File: src/include/dtb_pkg.sv
// constants, states and helpers for the bus mastership handoff block
package dtb_pkg;

    // ------------------------------------------------------------
    // clock and timing
    // ------------------------------------------------------------
    localparam int CLK_PERIOD_NS  = 40;
    // address and strobe set-up ahead of the address strobe falling
    localparam int ADDR_SETUP_NS  = 35;
    // least time, so rounded up to whole cycles
    localparam int ADDR_SETUP_CYC = (ADDR_SETUP_NS + CLK_PERIOD_NS - 1) / CLK_PERIOD_NS;

    // ------------------------------------------------------------
    // reset values of driven lines and of the set-up count
    // ------------------------------------------------------------
    localparam logic       AS_IDLE  = 1'h1;
    localparam logic [1:0] DS_IDLE  = 2'h3;
    localparam logic [3:0] CNT_ZERO = 4'h0;

    // ------------------------------------------------------------
    // state machines
    // ------------------------------------------------------------
    typedef enum logic [5:0] {
        ST_IDLE    = 6'h01,
        ST_ARB     = 6'h02,
        ST_WAIT_AS = 6'h04,
        ST_ADDR    = 6'h08,
        ST_DATA    = 6'h10,
        ST_END     = 6'h20
    } mst_state_t;

    typedef enum logic [2:0] {
        SL_IDLE = 3'h1,
        SL_BUSY = 3'h2,
        SL_ACK  = 3'h4
    } slv_state_t;

    // ------------------------------------------------------------
    // helpers
    // ------------------------------------------------------------
    // true when at least one data strobe is low, whichever one it is
    function automatic logic ds_any_low(input logic [1:0] ds_n);
        return ~&ds_n;
    endfunction : ds_any_low

    // true when both data strobes are high again
    function automatic logic ds_all_high(input logic [1:0] ds_n);
        return &ds_n;
    endfunction : ds_all_high

endpackage : dtb_pkg

File: src/include/dtb_slave_if.sv
// signals between the master logic and its slave responder
`timescale 1ns/10ps
interface dtb_slave_if;
    logic [1:0] ds_n;
    logic       hit;
    logic       ack;
    logic       dtack_oe;
    logic       req;

    modport host_side (
        output ds_n,
        output hit,
        output ack,
        input  dtack_oe,
        input  req
    );

    modport slv (
        input  ds_n,
        input  hit,
        input  ack,
        output dtack_oe,
        output req
    );
endinterface : dtb_slave_if

File: src/core/dtb_slave_resp.sv
// slave responder for local and configuration register space
`timescale 1ns/10ps
module dtb_slave_resp
    import dtb_pkg::*;
(
    // clock and reset
    input  wire logic  i_core_clk,
    input  wire logic  i_rst,
    // link to the master logic
    dtb_slave_if.slv   sif
);

    slv_state_t state_q;
    logic       dtack_oe_q;
    logic       req_q;

    // ------------------------------------------------------------
    // handshake
    // ------------------------------------------------------------
    // ordinary slave handshake
    always_ff @(posedge i_core_clk)
    begin
        if (i_rst)
        begin
            state_q <= SL_IDLE;
        end
        else
        begin
            case (state_q)
                SL_IDLE:
                begin
                    if (sif.hit && ds_any_low(sif.ds_n))
                        state_q <= SL_BUSY;
                end
                SL_BUSY:
                begin
                    if (sif.ack)
                        state_q <= SL_ACK;
                end
                SL_ACK:
                begin
                    // wait for the last strobe, not the first
                    if (ds_all_high(sif.ds_n))
                        state_q <= SL_IDLE;
                end
                default:
                begin
                    state_q <= SL_IDLE;
                end
            endcase
        end
    end

    always_ff @(posedge i_core_clk)
    begin
        if (i_rst)
        begin
            dtack_oe_q <= 1'b0;
            req_q      <= 1'b0;
        end
        else
        begin
            req_q      <= (state_q == SL_IDLE) && sif.hit && ds_any_low(sif.ds_n);
            dtack_oe_q <= (state_q == SL_BUSY && sif.ack)
                          || (state_q == SL_ACK && !ds_all_high(sif.ds_n));
        end
    end

    assign sif.dtack_oe = dtack_oe_q;
    assign sif.req      = req_q;

    // ------------------------------------------------------------
    // checks
    // ------------------------------------------------------------
    a_slave_req_issued: assert property (
        @(posedge i_core_clk) disable iff (i_rst)
        (state_q == SL_IDLE && sif.hit && ds_any_low(sif.ds_n)) |=> sif.req)
        else $error("slave access not passed to local logic");

    a_dtack_held_strobe: assert property (
        @(posedge i_core_clk) disable iff (i_rst)
        (sif.dtack_oe && ds_any_low(sif.ds_n)) |=> sif.dtack_oe)
        else $error("acknowledge dropped while a strobe is low");

    a_dtack_released: assert property (
        @(posedge i_core_clk) disable iff (i_rst)
        (sif.dtack_oe && ds_all_high(sif.ds_n)) |=> !sif.dtack_oe)
        else $error("acknowledge kept after both strobes rose");

endmodule : dtb_slave_resp

File: src/core/dtb_mastership_handoff.sv
// master-side acquisition and handover of the shared data transfer bus
`timescale 1ns/10ps
module dtb_mastership_handoff
    import dtb_pkg::*;
#(
    parameter int SETUP_CYC = ADDR_SETUP_CYC
)
(
    // clock and reset
    input  wire logic       i_core_clk,
    input  wire logic       i_rst,
    // local transfer requests
    input  wire logic       i_xfer_req,
    input  wire logic [1:0] i_xfer_ds_sel,
    input  wire logic       i_xfer_last,
    input  wire logic       i_early_release,
    output logic            o_xfer_done,
    output logic            o_xfer_err,
    output logic            o_own_bus,
    // requester and arbitration
    input  wire logic       i_bus_grant,
    output logic            o_bus_req,
    output logic            o_bbsy_o,
    output logic            o_bbsy_oe,
    // transfer bus as master
    input  wire logic       i_as_n,
    input  wire logic       i_dtack_n,
    input  wire logic       i_berr_n,
    output logic            o_as_o,
    output logic [1:0]      o_ds_o,
    output logic            o_lines_oe,
    // transfer bus as slave
    input  wire logic [1:0] i_ds_n,
    input  wire logic       i_slv_hit,
    input  wire logic       i_slv_ack,
    output logic            o_slv_req,
    output logic            o_dtack_o,
    output logic            o_dtack_oe
);

    // ------------------------------------------------------------
    // elaboration check
    // ------------------------------------------------------------
    if (SETUP_CYC < 1 || SETUP_CYC > 15)
    begin : g_bad_setup
        $error("SETUP_CYC must be 1 to 15");
    end

    localparam logic [3:0] SETUP_LIM = 4'(SETUP_CYC);

    mst_state_t state_q;
    logic [3:0] cnt_q;
    logic       grant_held_q;
    logic       last_q;
    logic       early_q;
    logic [1:0] ds_sel_q;
    logic       bbsy_oe_q;
    logic       lines_oe_q;
    logic       as_o_q;
    logic [1:0] ds_o_q;
    logic       done_q;
    logic       err_q;
    logic       acked;
    logic       bus_quiet;
    logic       take_bus;
    logic       start_cyc;
    logic       release_now;

    assign acked     = !i_dtack_n || !i_berr_n;
    assign bus_quiet = i_dtack_n && i_berr_n;
    // take the lines only once the old address strobe is high
    // no extra wait when it is already high
    assign take_bus  = (state_q == ST_WAIT_AS) && i_as_n;
    // address strobe falls only while the grant is held
    assign start_cyc = (state_q == ST_ADDR) && grant_held_q
                       && (cnt_q >= SETUP_LIM) && bus_quiet;
    // early release while the strobes are low
    // late release once the address strobe is back high
    assign release_now = last_q && bbsy_oe_q
                         && ((state_q == ST_DATA && early_q)
                             || (state_q == ST_END && !early_q));

    // ------------------------------------------------------------
    // sequencer
    // ------------------------------------------------------------
    always_ff @(posedge i_core_clk)
    begin
        if (i_rst)
        begin
            state_q <= ST_IDLE;
        end
        else
        begin
            case (state_q)
                ST_IDLE:
                begin
                    // without a held grant, arbitrate again first
                    if (i_xfer_req)
                        state_q <= grant_held_q ? ST_ADDR : ST_ARB;
                end
                ST_ARB:
                begin
                    if (i_bus_grant)
                        state_q <= ST_WAIT_AS;
                end
                ST_WAIT_AS:
                begin
                    if (take_bus)
                        state_q <= ST_ADDR;
                end
                ST_ADDR:
                begin
                    if (start_cyc)
                        state_q <= ST_DATA;
                end
                ST_DATA:
                begin
                    if (acked)
                        state_q <= ST_END;
                end
                ST_END:
                begin
                    state_q <= ST_IDLE;
                end
                default:
                begin
                    state_q <= ST_IDLE;
                end
            endcase
        end
    end

    // request details are latched when taken
    always_ff @(posedge i_core_clk)
    begin
        if (i_rst)
        begin
            last_q   <= 1'b0;
            early_q  <= 1'b0;
            ds_sel_q <= 2'h0;
        end
        else if (state_q == ST_IDLE && i_xfer_req)
        begin
            last_q   <= i_xfer_last;
            early_q  <= i_early_release;
            ds_sel_q <= i_xfer_ds_sel;
        end
    end

    // set-up count before the address strobe falls
    always_ff @(posedge i_core_clk)
    begin
        if (i_rst || state_q != ST_ADDR)
            cnt_q <= CNT_ZERO;
        else if (cnt_q < SETUP_LIM)
            cnt_q <= cnt_q + 4'h1;
    end

    // ------------------------------------------------------------
    // grant held
    // ------------------------------------------------------------
    // set on grant, cleared with bus busy
    always_ff @(posedge i_core_clk)
    begin
        if (i_rst)
            grant_held_q <= 1'b0;
        else if (state_q == ST_ARB && i_bus_grant)
            grant_held_q <= 1'b1;
        else if (release_now)
            grant_held_q <= 1'b0;
    end

    // ------------------------------------------------------------
    // bus drivers
    // ------------------------------------------------------------
    always_ff @(posedge i_core_clk)
    begin
        if (i_rst)
            bbsy_oe_q <= 1'b0;
        else if (take_bus)
            bbsy_oe_q <= 1'b1;
        else if (release_now)
            bbsy_oe_q <= 1'b0;
    end

    // lines are kept driven between cycles while the bus is still ours
    always_ff @(posedge i_core_clk)
    begin
        if (i_rst)
            lines_oe_q <= 1'b0;
        else if (take_bus)
            lines_oe_q <= 1'b1;
        // early release lets every line go at transfer end
        else if (state_q == ST_END && !grant_held_q)
            lines_oe_q <= 1'b0;
        else if (state_q == ST_END && release_now)
            lines_oe_q <= 1'b0;
    end

    always_ff @(posedge i_core_clk)
    begin
        if (i_rst)
        begin
            as_o_q <= AS_IDLE;
            ds_o_q <= DS_IDLE;
        end
        else if (start_cyc)
        begin
            as_o_q <= 1'b0;
            ds_o_q <= ~ds_sel_q;
        end
        else if (state_q == ST_DATA && acked)
        begin
            as_o_q <= AS_IDLE;
            ds_o_q <= DS_IDLE;
        end
    end

    always_ff @(posedge i_core_clk)
    begin
        if (i_rst)
        begin
            done_q <= 1'b0;
            err_q  <= 1'b0;
        end
        else
        begin
            done_q <= (state_q == ST_DATA) && !i_dtack_n;
            err_q  <= (state_q == ST_DATA) && i_dtack_n && !i_berr_n;
        end
    end

    assign o_bus_req   = (state_q == ST_ARB);
    assign o_bbsy_o    = 1'b0;
    assign o_bbsy_oe   = bbsy_oe_q;
    assign o_lines_oe  = lines_oe_q;
    assign o_as_o      = as_o_q;
    assign o_ds_o      = ds_o_q;
    assign o_xfer_done = done_q;
    assign o_xfer_err  = err_q;
    assign o_own_bus   = grant_held_q;

    // ------------------------------------------------------------
    // slave responder
    // ------------------------------------------------------------
    dtb_slave_if sif ();

    assign sif.ds_n = i_ds_n;
    assign sif.hit  = i_slv_hit;
    assign sif.ack  = i_slv_ack;
    assign o_slv_req  = sif.req;
    assign o_dtack_o  = 1'b0;
    assign o_dtack_oe = sif.dtack_oe;

    dtb_slave_resp u_resp (
        .i_core_clk (i_core_clk),
        .i_rst      (i_rst),
        .sif        (sif.slv)
    );

    // ------------------------------------------------------------
    // checks
    // ------------------------------------------------------------
    a_grant_before_as: assert property (
        @(posedge i_core_clk) disable iff (i_rst)
        $fell(as_o_q) |-> $past(grant_held_q) && lines_oe_q)
        else $error("address strobe fell without a grant");

    a_no_as_after_rel: assert property (
        @(posedge i_core_clk) disable iff (i_rst)
        (!grant_held_q && as_o_q) |=> as_o_q)
        else $error("address strobe fell after bus busy release");

    a_wait_old_as: assert property (
        @(posedge i_core_clk) disable iff (i_rst)
        $rose(lines_oe_q) |-> $past(i_as_n))
        else $error("lines driven before old address strobe rose");

    a_early_release: assert property (
        @(posedge i_core_clk) disable iff (i_rst)
        (state_q == ST_DATA && last_q && early_q && bbsy_oe_q) |=> !bbsy_oe_q)
        else $error("early bus busy release missed");

    a_late_release: assert property (
        @(posedge i_core_clk) disable iff (i_rst)
        ($fell(bbsy_oe_q) && !$past(early_q)) |-> $past(as_o_q))
        else $error("late release before address strobe rose");

    a_immediate_take: assert property (
        @(posedge i_core_clk) disable iff (i_rst)
        (state_q == ST_WAIT_AS && i_as_n) |=> lines_oe_q && bbsy_oe_q
                                              && state_q == ST_ADDR)
        else $error("granted master waited with address strobe high");

    a_lines_let_go: assert property (
        @(posedge i_core_clk) disable iff (i_rst)
        (state_q == ST_END && !grant_held_q) |=> !lines_oe_q ##1 !lines_oe_q)
        else $error("lines kept after early release");

    a_grant_flag: assert property (
        @(posedge i_core_clk) disable iff (i_rst)
        (state_q == ST_ARB && i_bus_grant) |=> grant_held_q [*2])
        else $error("grant flag not set on grant");

endmodule : dtb_mastership_handoff

File: config.mk
export PLATFORM = sky130hd
export DESIGN_NAME = dtb_mastership_handoff
export DESIGN_NICKNAME = d
export VERILOG_FILES = /design/src/include/dtb_pkg.sv /design/src/include/dtb_slave_if.sv /design/src/core/dtb_slave_resp.sv /design/src/core/dtb_mastership_handoff.sv
export SDC_FILE = /design/constraint.sdc
export NUM_CORES = 1
export LEC_CHECK = 0
export CAP_MARGIN = 20
export CORE_UTILIZATION = 60
export CTS_CLUSTER_DIAMETER = 150
export DETAILED_ROUTE_END_ITERATION = 12
export DONT_BUFFER_PORTS = 1
export PLACE_DENSITY = 0.85
export SLEW_MARGIN = 20
export SYNTH_ARGS = -nofsm -noshare
export SYNTH_HDL_FRONTEND = slang
export SYNTH_HIERARCHICAL = 1
export SYNTH_SLANG_ARGS = --single-unit
File: constraint.sdc
create_clock -name i_core_clk -period 2.7 [get_ports i_core_clk]
set_input_delay 0.27 -clock i_core_clk [delete_from_list [all_inputs] [get_ports i_core_clk]]
set_output_delay 0.27 -clock i_core_clk [all_outputs]
set_load 0.02 [all_outputs]
## Yosys cells after proc, flatten, opt, wreduce, memory -nomap -nowiden

Index checks and enable logic that the tools add are counted.
Widths: inputs -> output; s select.

| storage, ports and cells | value |
|---|---|
| flip-flop bits (word level) | 27 |
| bits of input ports | 15 |
| output and inout port bits | 13 |
| word-level logic and storage cells | 96 |

| cells by class | value |
|---|---|
| $add $sub $neg | 1 |
| $lt $le $gt $ge | 2 |
| equality and inequality tests | 18 |
| muxes and demuxes | 21 |
| bitwise gates (word level) | 1 |
| reduce and logical (&&, ||, !) cells | 38 |

Operators with widths:

| cell | number |
|---|---|
| $mux 6 | 5 |
| $pmux 6 s5 | 1 |
| $logic_and 1x1->1 | 22 |
| $ne 2x2->1 const B | 6 |
| $mux 3 | 3 |
| $pmux 3 s3 | 1 |
| $mux 1 | 8 |
| $eq 6x1->1 const B | 1 |
| $eq 6x2->1 const B | 1 |
| $eq 6x3->1 const B | 1 |
| $eq 6x4->1 const B | 1 |
| $eq 6x5->1 const B | 1 |
| $eq 6x6->1 const B | 1 |
| $ne 6x4->1 const B | 1 |
| $reduce_bool 2->1 | 3 |
| $logic_not 1->1 | 5 |
| $reduce_and 5->1 | 1 |
| $add 4x1->4 const B | 1 |
| $ge 4x1->1 const B | 1 |
| $logic_or 1x1->1 | 4 |
| $lt 4x1->1 const B | 1 |
| $mux 2 | 2 |
| $mux 4 | 1 |
| $ne 2x1->1 const B | 2 |
| other kinds (7) | 7 |

## Logic depth before layout (Yosys ltp)

| depth | value |
|---|---|
| depth after elaboration | 8 |
| depth in mapped cells | 6 |
| gate-level depth less buffers | 6 |

## Hierarchy

The synthesis kept the hierarchy.

Modules (own cells, without submodules):

| module | times used | cells each | area each (sq um) | seq. area each (sq um) |
|---|---|---|---|---|
| dtb_mastership_handoff | 1 | 115 | 1019.7 | 440.4 |
| dtb_slave_resp | 1 | 19 | 186.4 | 100.1 |

## Worst setup path before layout

No wires, ideal clock.

| path | value |
|---|---|
| kind | flip-flop to flip-flop |
| from | reg, netlist name state_q[2] |
| to | reg, netlist name state_q[2] |
| setup time | 0.071 ns |
| data arrival time | 1.754 ns |
| required time | 2.629 ns |
| slack | 0.876 ns |
| stages on the path, launching flop included | 5 |
| path buffers | 0 |
| clock period less this slack | 1.824 ns |
| path through | dfxtp_1 or4_4 nor3b_1 nand2_1 a21oi_1 |

==> impl_results.html <==
<table>
<tr><th>Metric</th><th>Value</th></tr>
<tr><th colspan="2">Run status</th></tr>
<tr><td>Status</td><td>completed</td></tr>
<tr><th colspan="2">Timing</th></tr>
<tr><td>Max_slew headroom</td><td>0.505</td></tr>
<tr><td>F_max</td><td>between 400 and 500 MHz</td></tr>
<tr><td>Setup TNS</td><td>0 ns</td></tr>
<tr><td>Worst-margin pin slew</td><td>0.740 ns</td></tr>
<tr><td>Crit share post-route</td><td>0.796</td></tr>
<tr><td>Final Slew Violations</td><td>0</td></tr>
<tr><td>Number of endpoints failing setup at the final stage</td><td>0</td></tr>
<tr><td>Clock tree skew after final layout</td><td>0.00158 ns</td></tr>
<tr><td>Min Tclk post-route</td><td>around 2.1 ns</td></tr>
<tr><td>RSZ-0062 raised after global routing</td><td>false</td></tr>
<tr><td>Number of hold-slack violations in the final timing report</td><td>0</td></tr>
<tr><th colspan="2">GRT</th></tr>
<tr><td>Vias in the first global route</td><td>slightly below 900</td></tr>
<tr><td>Total gr overflow</td><td>0</td></tr>
<tr><td>First-pass GRT wire length</td><td>~3700 µm</td></tr>
<tr><td>Number of antenna violations at the first check in global routing</td><td>0</td></tr>
<tr><td>Pin count of the biggest net entering global routing</td><td>21</td></tr>
<tr><td>GRT Resource Usage Total</td><td>0.239</td></tr>
<tr><th colspan="2">Synthesis</th></tr>
<tr><td>Post-synthesis register bit count</td><td>27</td></tr>
<tr><td>Count of yosys warnings during synthesis</td><td>6</td></tr>
<tr><td>Biggest area contributors in the synthesized netlist</td><td>dfxtp_1 45%, nand2_1 3.4%, a21oi_1 3.3%</td></tr>
<tr><td>Combinational family with the most area after synthesis</td><td>simple AND/OR/NAND/NOR gates</td></tr>
<tr><td>Post-synthesis sequential area ratio</td><td>0.448</td></tr>
<tr><td>Share of cell area taken by muxes after synthesis</td><td>0.0332</td></tr>
<tr><td>Top-area cell type share of the netlist area</td><td>0.448</td></tr>
<tr><td>Post-synthesis simple-gate area fraction</td><td>0.276</td></tr>
<tr><td>Post-synthesis cell count</td><td>roughly 130</td></tr>
<tr><td>Leading area contributor after synthesis</td><td>dfxtp_1</td></tr>
<tr><td>Compound-Gate Fraction of Synth Area</td><td>0.150</td></tr>
<tr><td>Average cell area after synthesis</td><td>~9 µm²</td></tr>
<tr><td>Parity-gate share of the synthesized area counting xor and xnor cells</td><td>0.0145</td></tr>
<tr><td>Distinct cell type count of the synthesized netlist</td><td>41</td></tr>
<tr><td>Synthesized area</td><td>1210 µm²</td></tr>
<tr><td>Post-Synth Adder-Cell Area</td><td>0.0311</td></tr>
<tr><th colspan="2">Drt</th></tr>
<tr><td>Violation count after the first detailed-route iteration</td><td>26</td></tr>
<tr><td>Post-detailed-route wirelength per cell</td><td>between 10 and 15 µm</td></tr>
<tr><td>Number of vias in the routed layout</td><td>about 1000</td></tr>
<tr><td>Router iterations before antenna repair</td><td>5</td></tr>
<tr><td>Via-to-Cell Ratio</td><td>between 6 and 7</td></tr>
<tr><td>Post-route DRC</td><td>0</td></tr>
<tr><td>Number of nets with antenna violations after routing</td><td>0</td></tr>
<tr><td>Overall routed net length</td><td>approximately 2400 µm</td></tr>
<tr><th colspan="2">Worst setup path</th></tr>
<tr><td>Data required time at the worst endpoint</td><td>around 2.4 ns</td></tr>
<tr><td>Reg2Reg Setup Slack</td><td>around 0.74 ns</td></tr>
<tr><td>Startpoint-to-endpoint class of the critical path</td><td>reg2out</td></tr>
<tr><td>Worst path arrival time</td><td>around 1.9 ns</td></tr>
<tr><td>R2r startpoint</td><td>state_q[2]</td></tr>
<tr><td>Endpoint of the lowest-slack register-to-register path</td><td>state_q[2]</td></tr>
<tr><td>Type of origin of the critical path</td><td>flip-flop</td></tr>
<tr><td>Path depth of the worst reg2reg path</td><td>4</td></tr>
<tr><td>Maximum net fanout on the critical path</td><td>6</td></tr>
<tr><td>Critical Path Sink Type</td><td>primary output</td></tr>
<tr><th colspan="2">CTS</th></tr>
<tr><td>Total number of clock tree sinks</td><td>27</td></tr>
<tr><td>Latest clock arrival within the worst-skew pair</td><td>~0.32 ns</td></tr>
<tr><td>Depth of the CTS H-tree</td><td>1</td></tr>
<tr><td>Maximum number of buffers from clock root to sink</td><td>2</td></tr>
<tr><td>Total of cells resized after clock tree synthesis</td><td>0</td></tr>
<tr><td>TritonCTS Buffers</td><td>3</td></tr>
<tr><td>Clock tree root driver cell</td><td>clkbuf_4</td></tr>
<tr><td>Clock tree from TritonCTS</td><td>built</td></tr>
<tr><td>Clock-pin slew of the registers on the worst-case setup and hold paths</td><td>approximately 0.13 ns</td></tr>
<tr><th colspan="2">Power</th></tr>
<tr><td>Leakage dissipation</td><td>about 0.48 nW</td></tr>
<tr><td>Total chip power</td><td>0.000680 W</td></tr>
<tr><td>Max rail drop VDD</td><td>approximately 0.44 mV</td></tr>
<tr><td>Power density of the placed cells</td><td>around 530 nW/µm²</td></tr>
<tr><th colspan="2">Floorplanning</th></tr>
<tr><td>Floorplan core area</td><td>between 1500 and 2000 µm²</td></tr>
<tr><td>Starting density of the core</td><td>0.669</td></tr>
<tr><td>DIE AREA</td><td>2190 µm²</td></tr>
<tr><td>Top Ports</td><td>28</td></tr>
<tr><td>Width of the chip</td><td>around 47 µm</td></tr>
<tr><td>Die Span Y</td><td>between 40 and 50 µm</td></tr>
<tr><td>Number of cell rows</td><td>15</td></tr>
<tr><th colspan="2">Min path</th></tr>
<tr><td>Destination of the worst hold path</td><td>u_resp/state_q[0]</td></tr>
<tr><td>Worst min-delay path category</td><td>in2reg</td></tr>
<tr><td>Worst Hold Launch</td><td>i_rst</td></tr>
<tr><td>Hold path depth</td><td>1</td></tr>
<tr><th colspan="2">Placed design</th></tr>
<tr><td>Number of buffer cells added on primary ports</td><td>0</td></tr>
<tr><td>Detailed placement HPWL</td><td>1710 µm</td></tr>
<tr><td>Number of cells after detailed placement</td><td>~150</td></tr>
<tr><td>Global placement routability congestion</td><td>~0.87</td></tr>
<tr><th colspan="2">Finish</th></tr>
<tr><td>Filler cells</td><td>140</td></tr>
<tr><td>Relative area change from synthesis to final layout</td><td>5.91%</td></tr>
<tr><td>Share of final-layout standard cells stronger than drive strength 1</td><td>0.0730</td></tr>
<tr><td>Final Net Count</td><td>156</td></tr>
<tr><td>Number of inserted diodes</td><td>0</td></tr>
<tr><td>Non-filler cells in the finished layout</td><td>approximately 160</td></tr>
<tr><th colspan="2">Flow run</th></tr>
<tr><td>Number of maximum-capacitance constraint violations</td><td>0</td></tr>
</table>
## cells in the mapped netlist (all sizes together)
cell     instances
xor2             1
and3             2
buf              2
xnor2            1
a31oi            4
or3b             1
nand3            4
and3b            2
nand3b           3
o21ai            4
inv              6
or4              1
a211oi           1
ha               3
o21a             3
nor3b            5
a221o            1
o22ai            1
nor2b            4
dfxtp           27
nor4             3
nand4            1
nor4b            1
nor3             6
conb             1
and2             1
a21oi            9
o41ai            1
o2111ai          2
nand2           11
or4b             1
nor2            11
o31ai            1
a21o             1
mux2i            4
clkbuf           4
## layer usage
metal,up-vias,part of all wire,global-route usage
li1,482,-,-
met1,465,0.41,0.278
met2,49,0.50,0.431
met3,12,0.074,0.0538
met4,0,0.019,0.0800
met5,-,0,0
## how the worst max path moves through the flow
| stage | startpoint | to | slack [ns] |
|---|---|---|---|
| after global routing | state_q[2] | o_bus_req | 0.44 |
| after floorplan | state_q[2] | state_q[2] | 0.88 |
| final | state_q[2] | o_bus_req | 0.55 |
| after global placement | state_q[2] | state_q[2] | 0.81 |
| after detailed placement | state_q[2] | state_q[2] | 0.77 |
| after CTS | state_q[2] | o_bus_req | 0.54 |
## critical path: stages, from the launching register on
cell     delay, ns
dfxtp_1       0.38
or4_4         0.55
nor3b_1       0.63
## registers in the layout, summed over array words and instances (netlist names)
| name | flops |
|---|---|
| cnt_q | 4 |
| ds_sel_q | 2 |
| early_q | 1 |
| o_bbsy_oe | 1 |
| o_lines_oe | 1 |
| o_xfer_err | 1 |
| u_resp/state_q | 3 |
| o_ds_o | 2 |
| last_q | 1 |
| u_resp/sif.dtack_oe | 1 |
| o_own_bus | 1 |
| o_xfer_done | 1 |
| u_resp/sif.req | 1 |
| o_as_o | 1 |
| state_q | 6 |
## layout make-up
cell class | count | area [µm²] | share of cell area
Timing Repair Buffer | 4 | 40.0 | 0.0313
Inverter | 6 | 22.5 | 0.0176
Multi-Input combinational cell | 96 | 617 | 0.483
Tap cell | 25 | 31.3 | 0.0245
Sequential cell | 27 | 541 | 0.423
Clock buffer | 4 | 26.3 | 0.0206
## timing repair
action                                 CTS  global route
endpoints found under the hold margin    6            11
setup buffers                            0             0
hold buffers                             1             3
## per-stage QoR
stage	instance area [µm²]	worst slack, ns	util	hold WS, ns
floorplan	1210	0.876	-	0.343
global placement	1210	0.810	0.672	0.341
detailed placement	1210	0.766	0.672	0.341
CTS	1250	0.544	0.692	0.000513
global route	1280	0.439	0.709	0.0339
finish	1280	0.550	0.709	0.0447
## report_power, final
group	total [W]	internal, W	switching (W)
registers	0.000432	0.000412	0.0000200
logic	0.0000768	0.0000365	0.0000402
clock network	0.000171	0.0000579	0.000113
## cell families (layout without fill, tap and decap cells)
| kind of cell | after synthesis | in the layout |
|---|---|---|
| simple gates | 57 | 57 |
| fa+ha+maj | 3 | 3 |
| mux | 4 | 4 |
| compound gates | 28 | 28 |
| buf+inv | 12 | 14 |
| xor+xnor | 2 | 2 |
| flops | 27 | 27 |
| other cells | 1 | 2 |
## cells in the final DEF (no fill, tap or decap), drive strengths merged, types with 2 or more instances in the layout
master	count
dfxtp	27
nand2	11
nor2	11
a21oi	9
inv	6
nor3	6
nor3b	5
nor2b	4
a31oi	4
mux2i	4
o21ai	4
dlygate4sd3	4
nand3	4
clkbuf	4
nand3b	3
o21a	3
ha	3
nor4	3
o2111ai	2
and3	2
conb	2
and3b	2
Power figures use the tool's default switching activity.
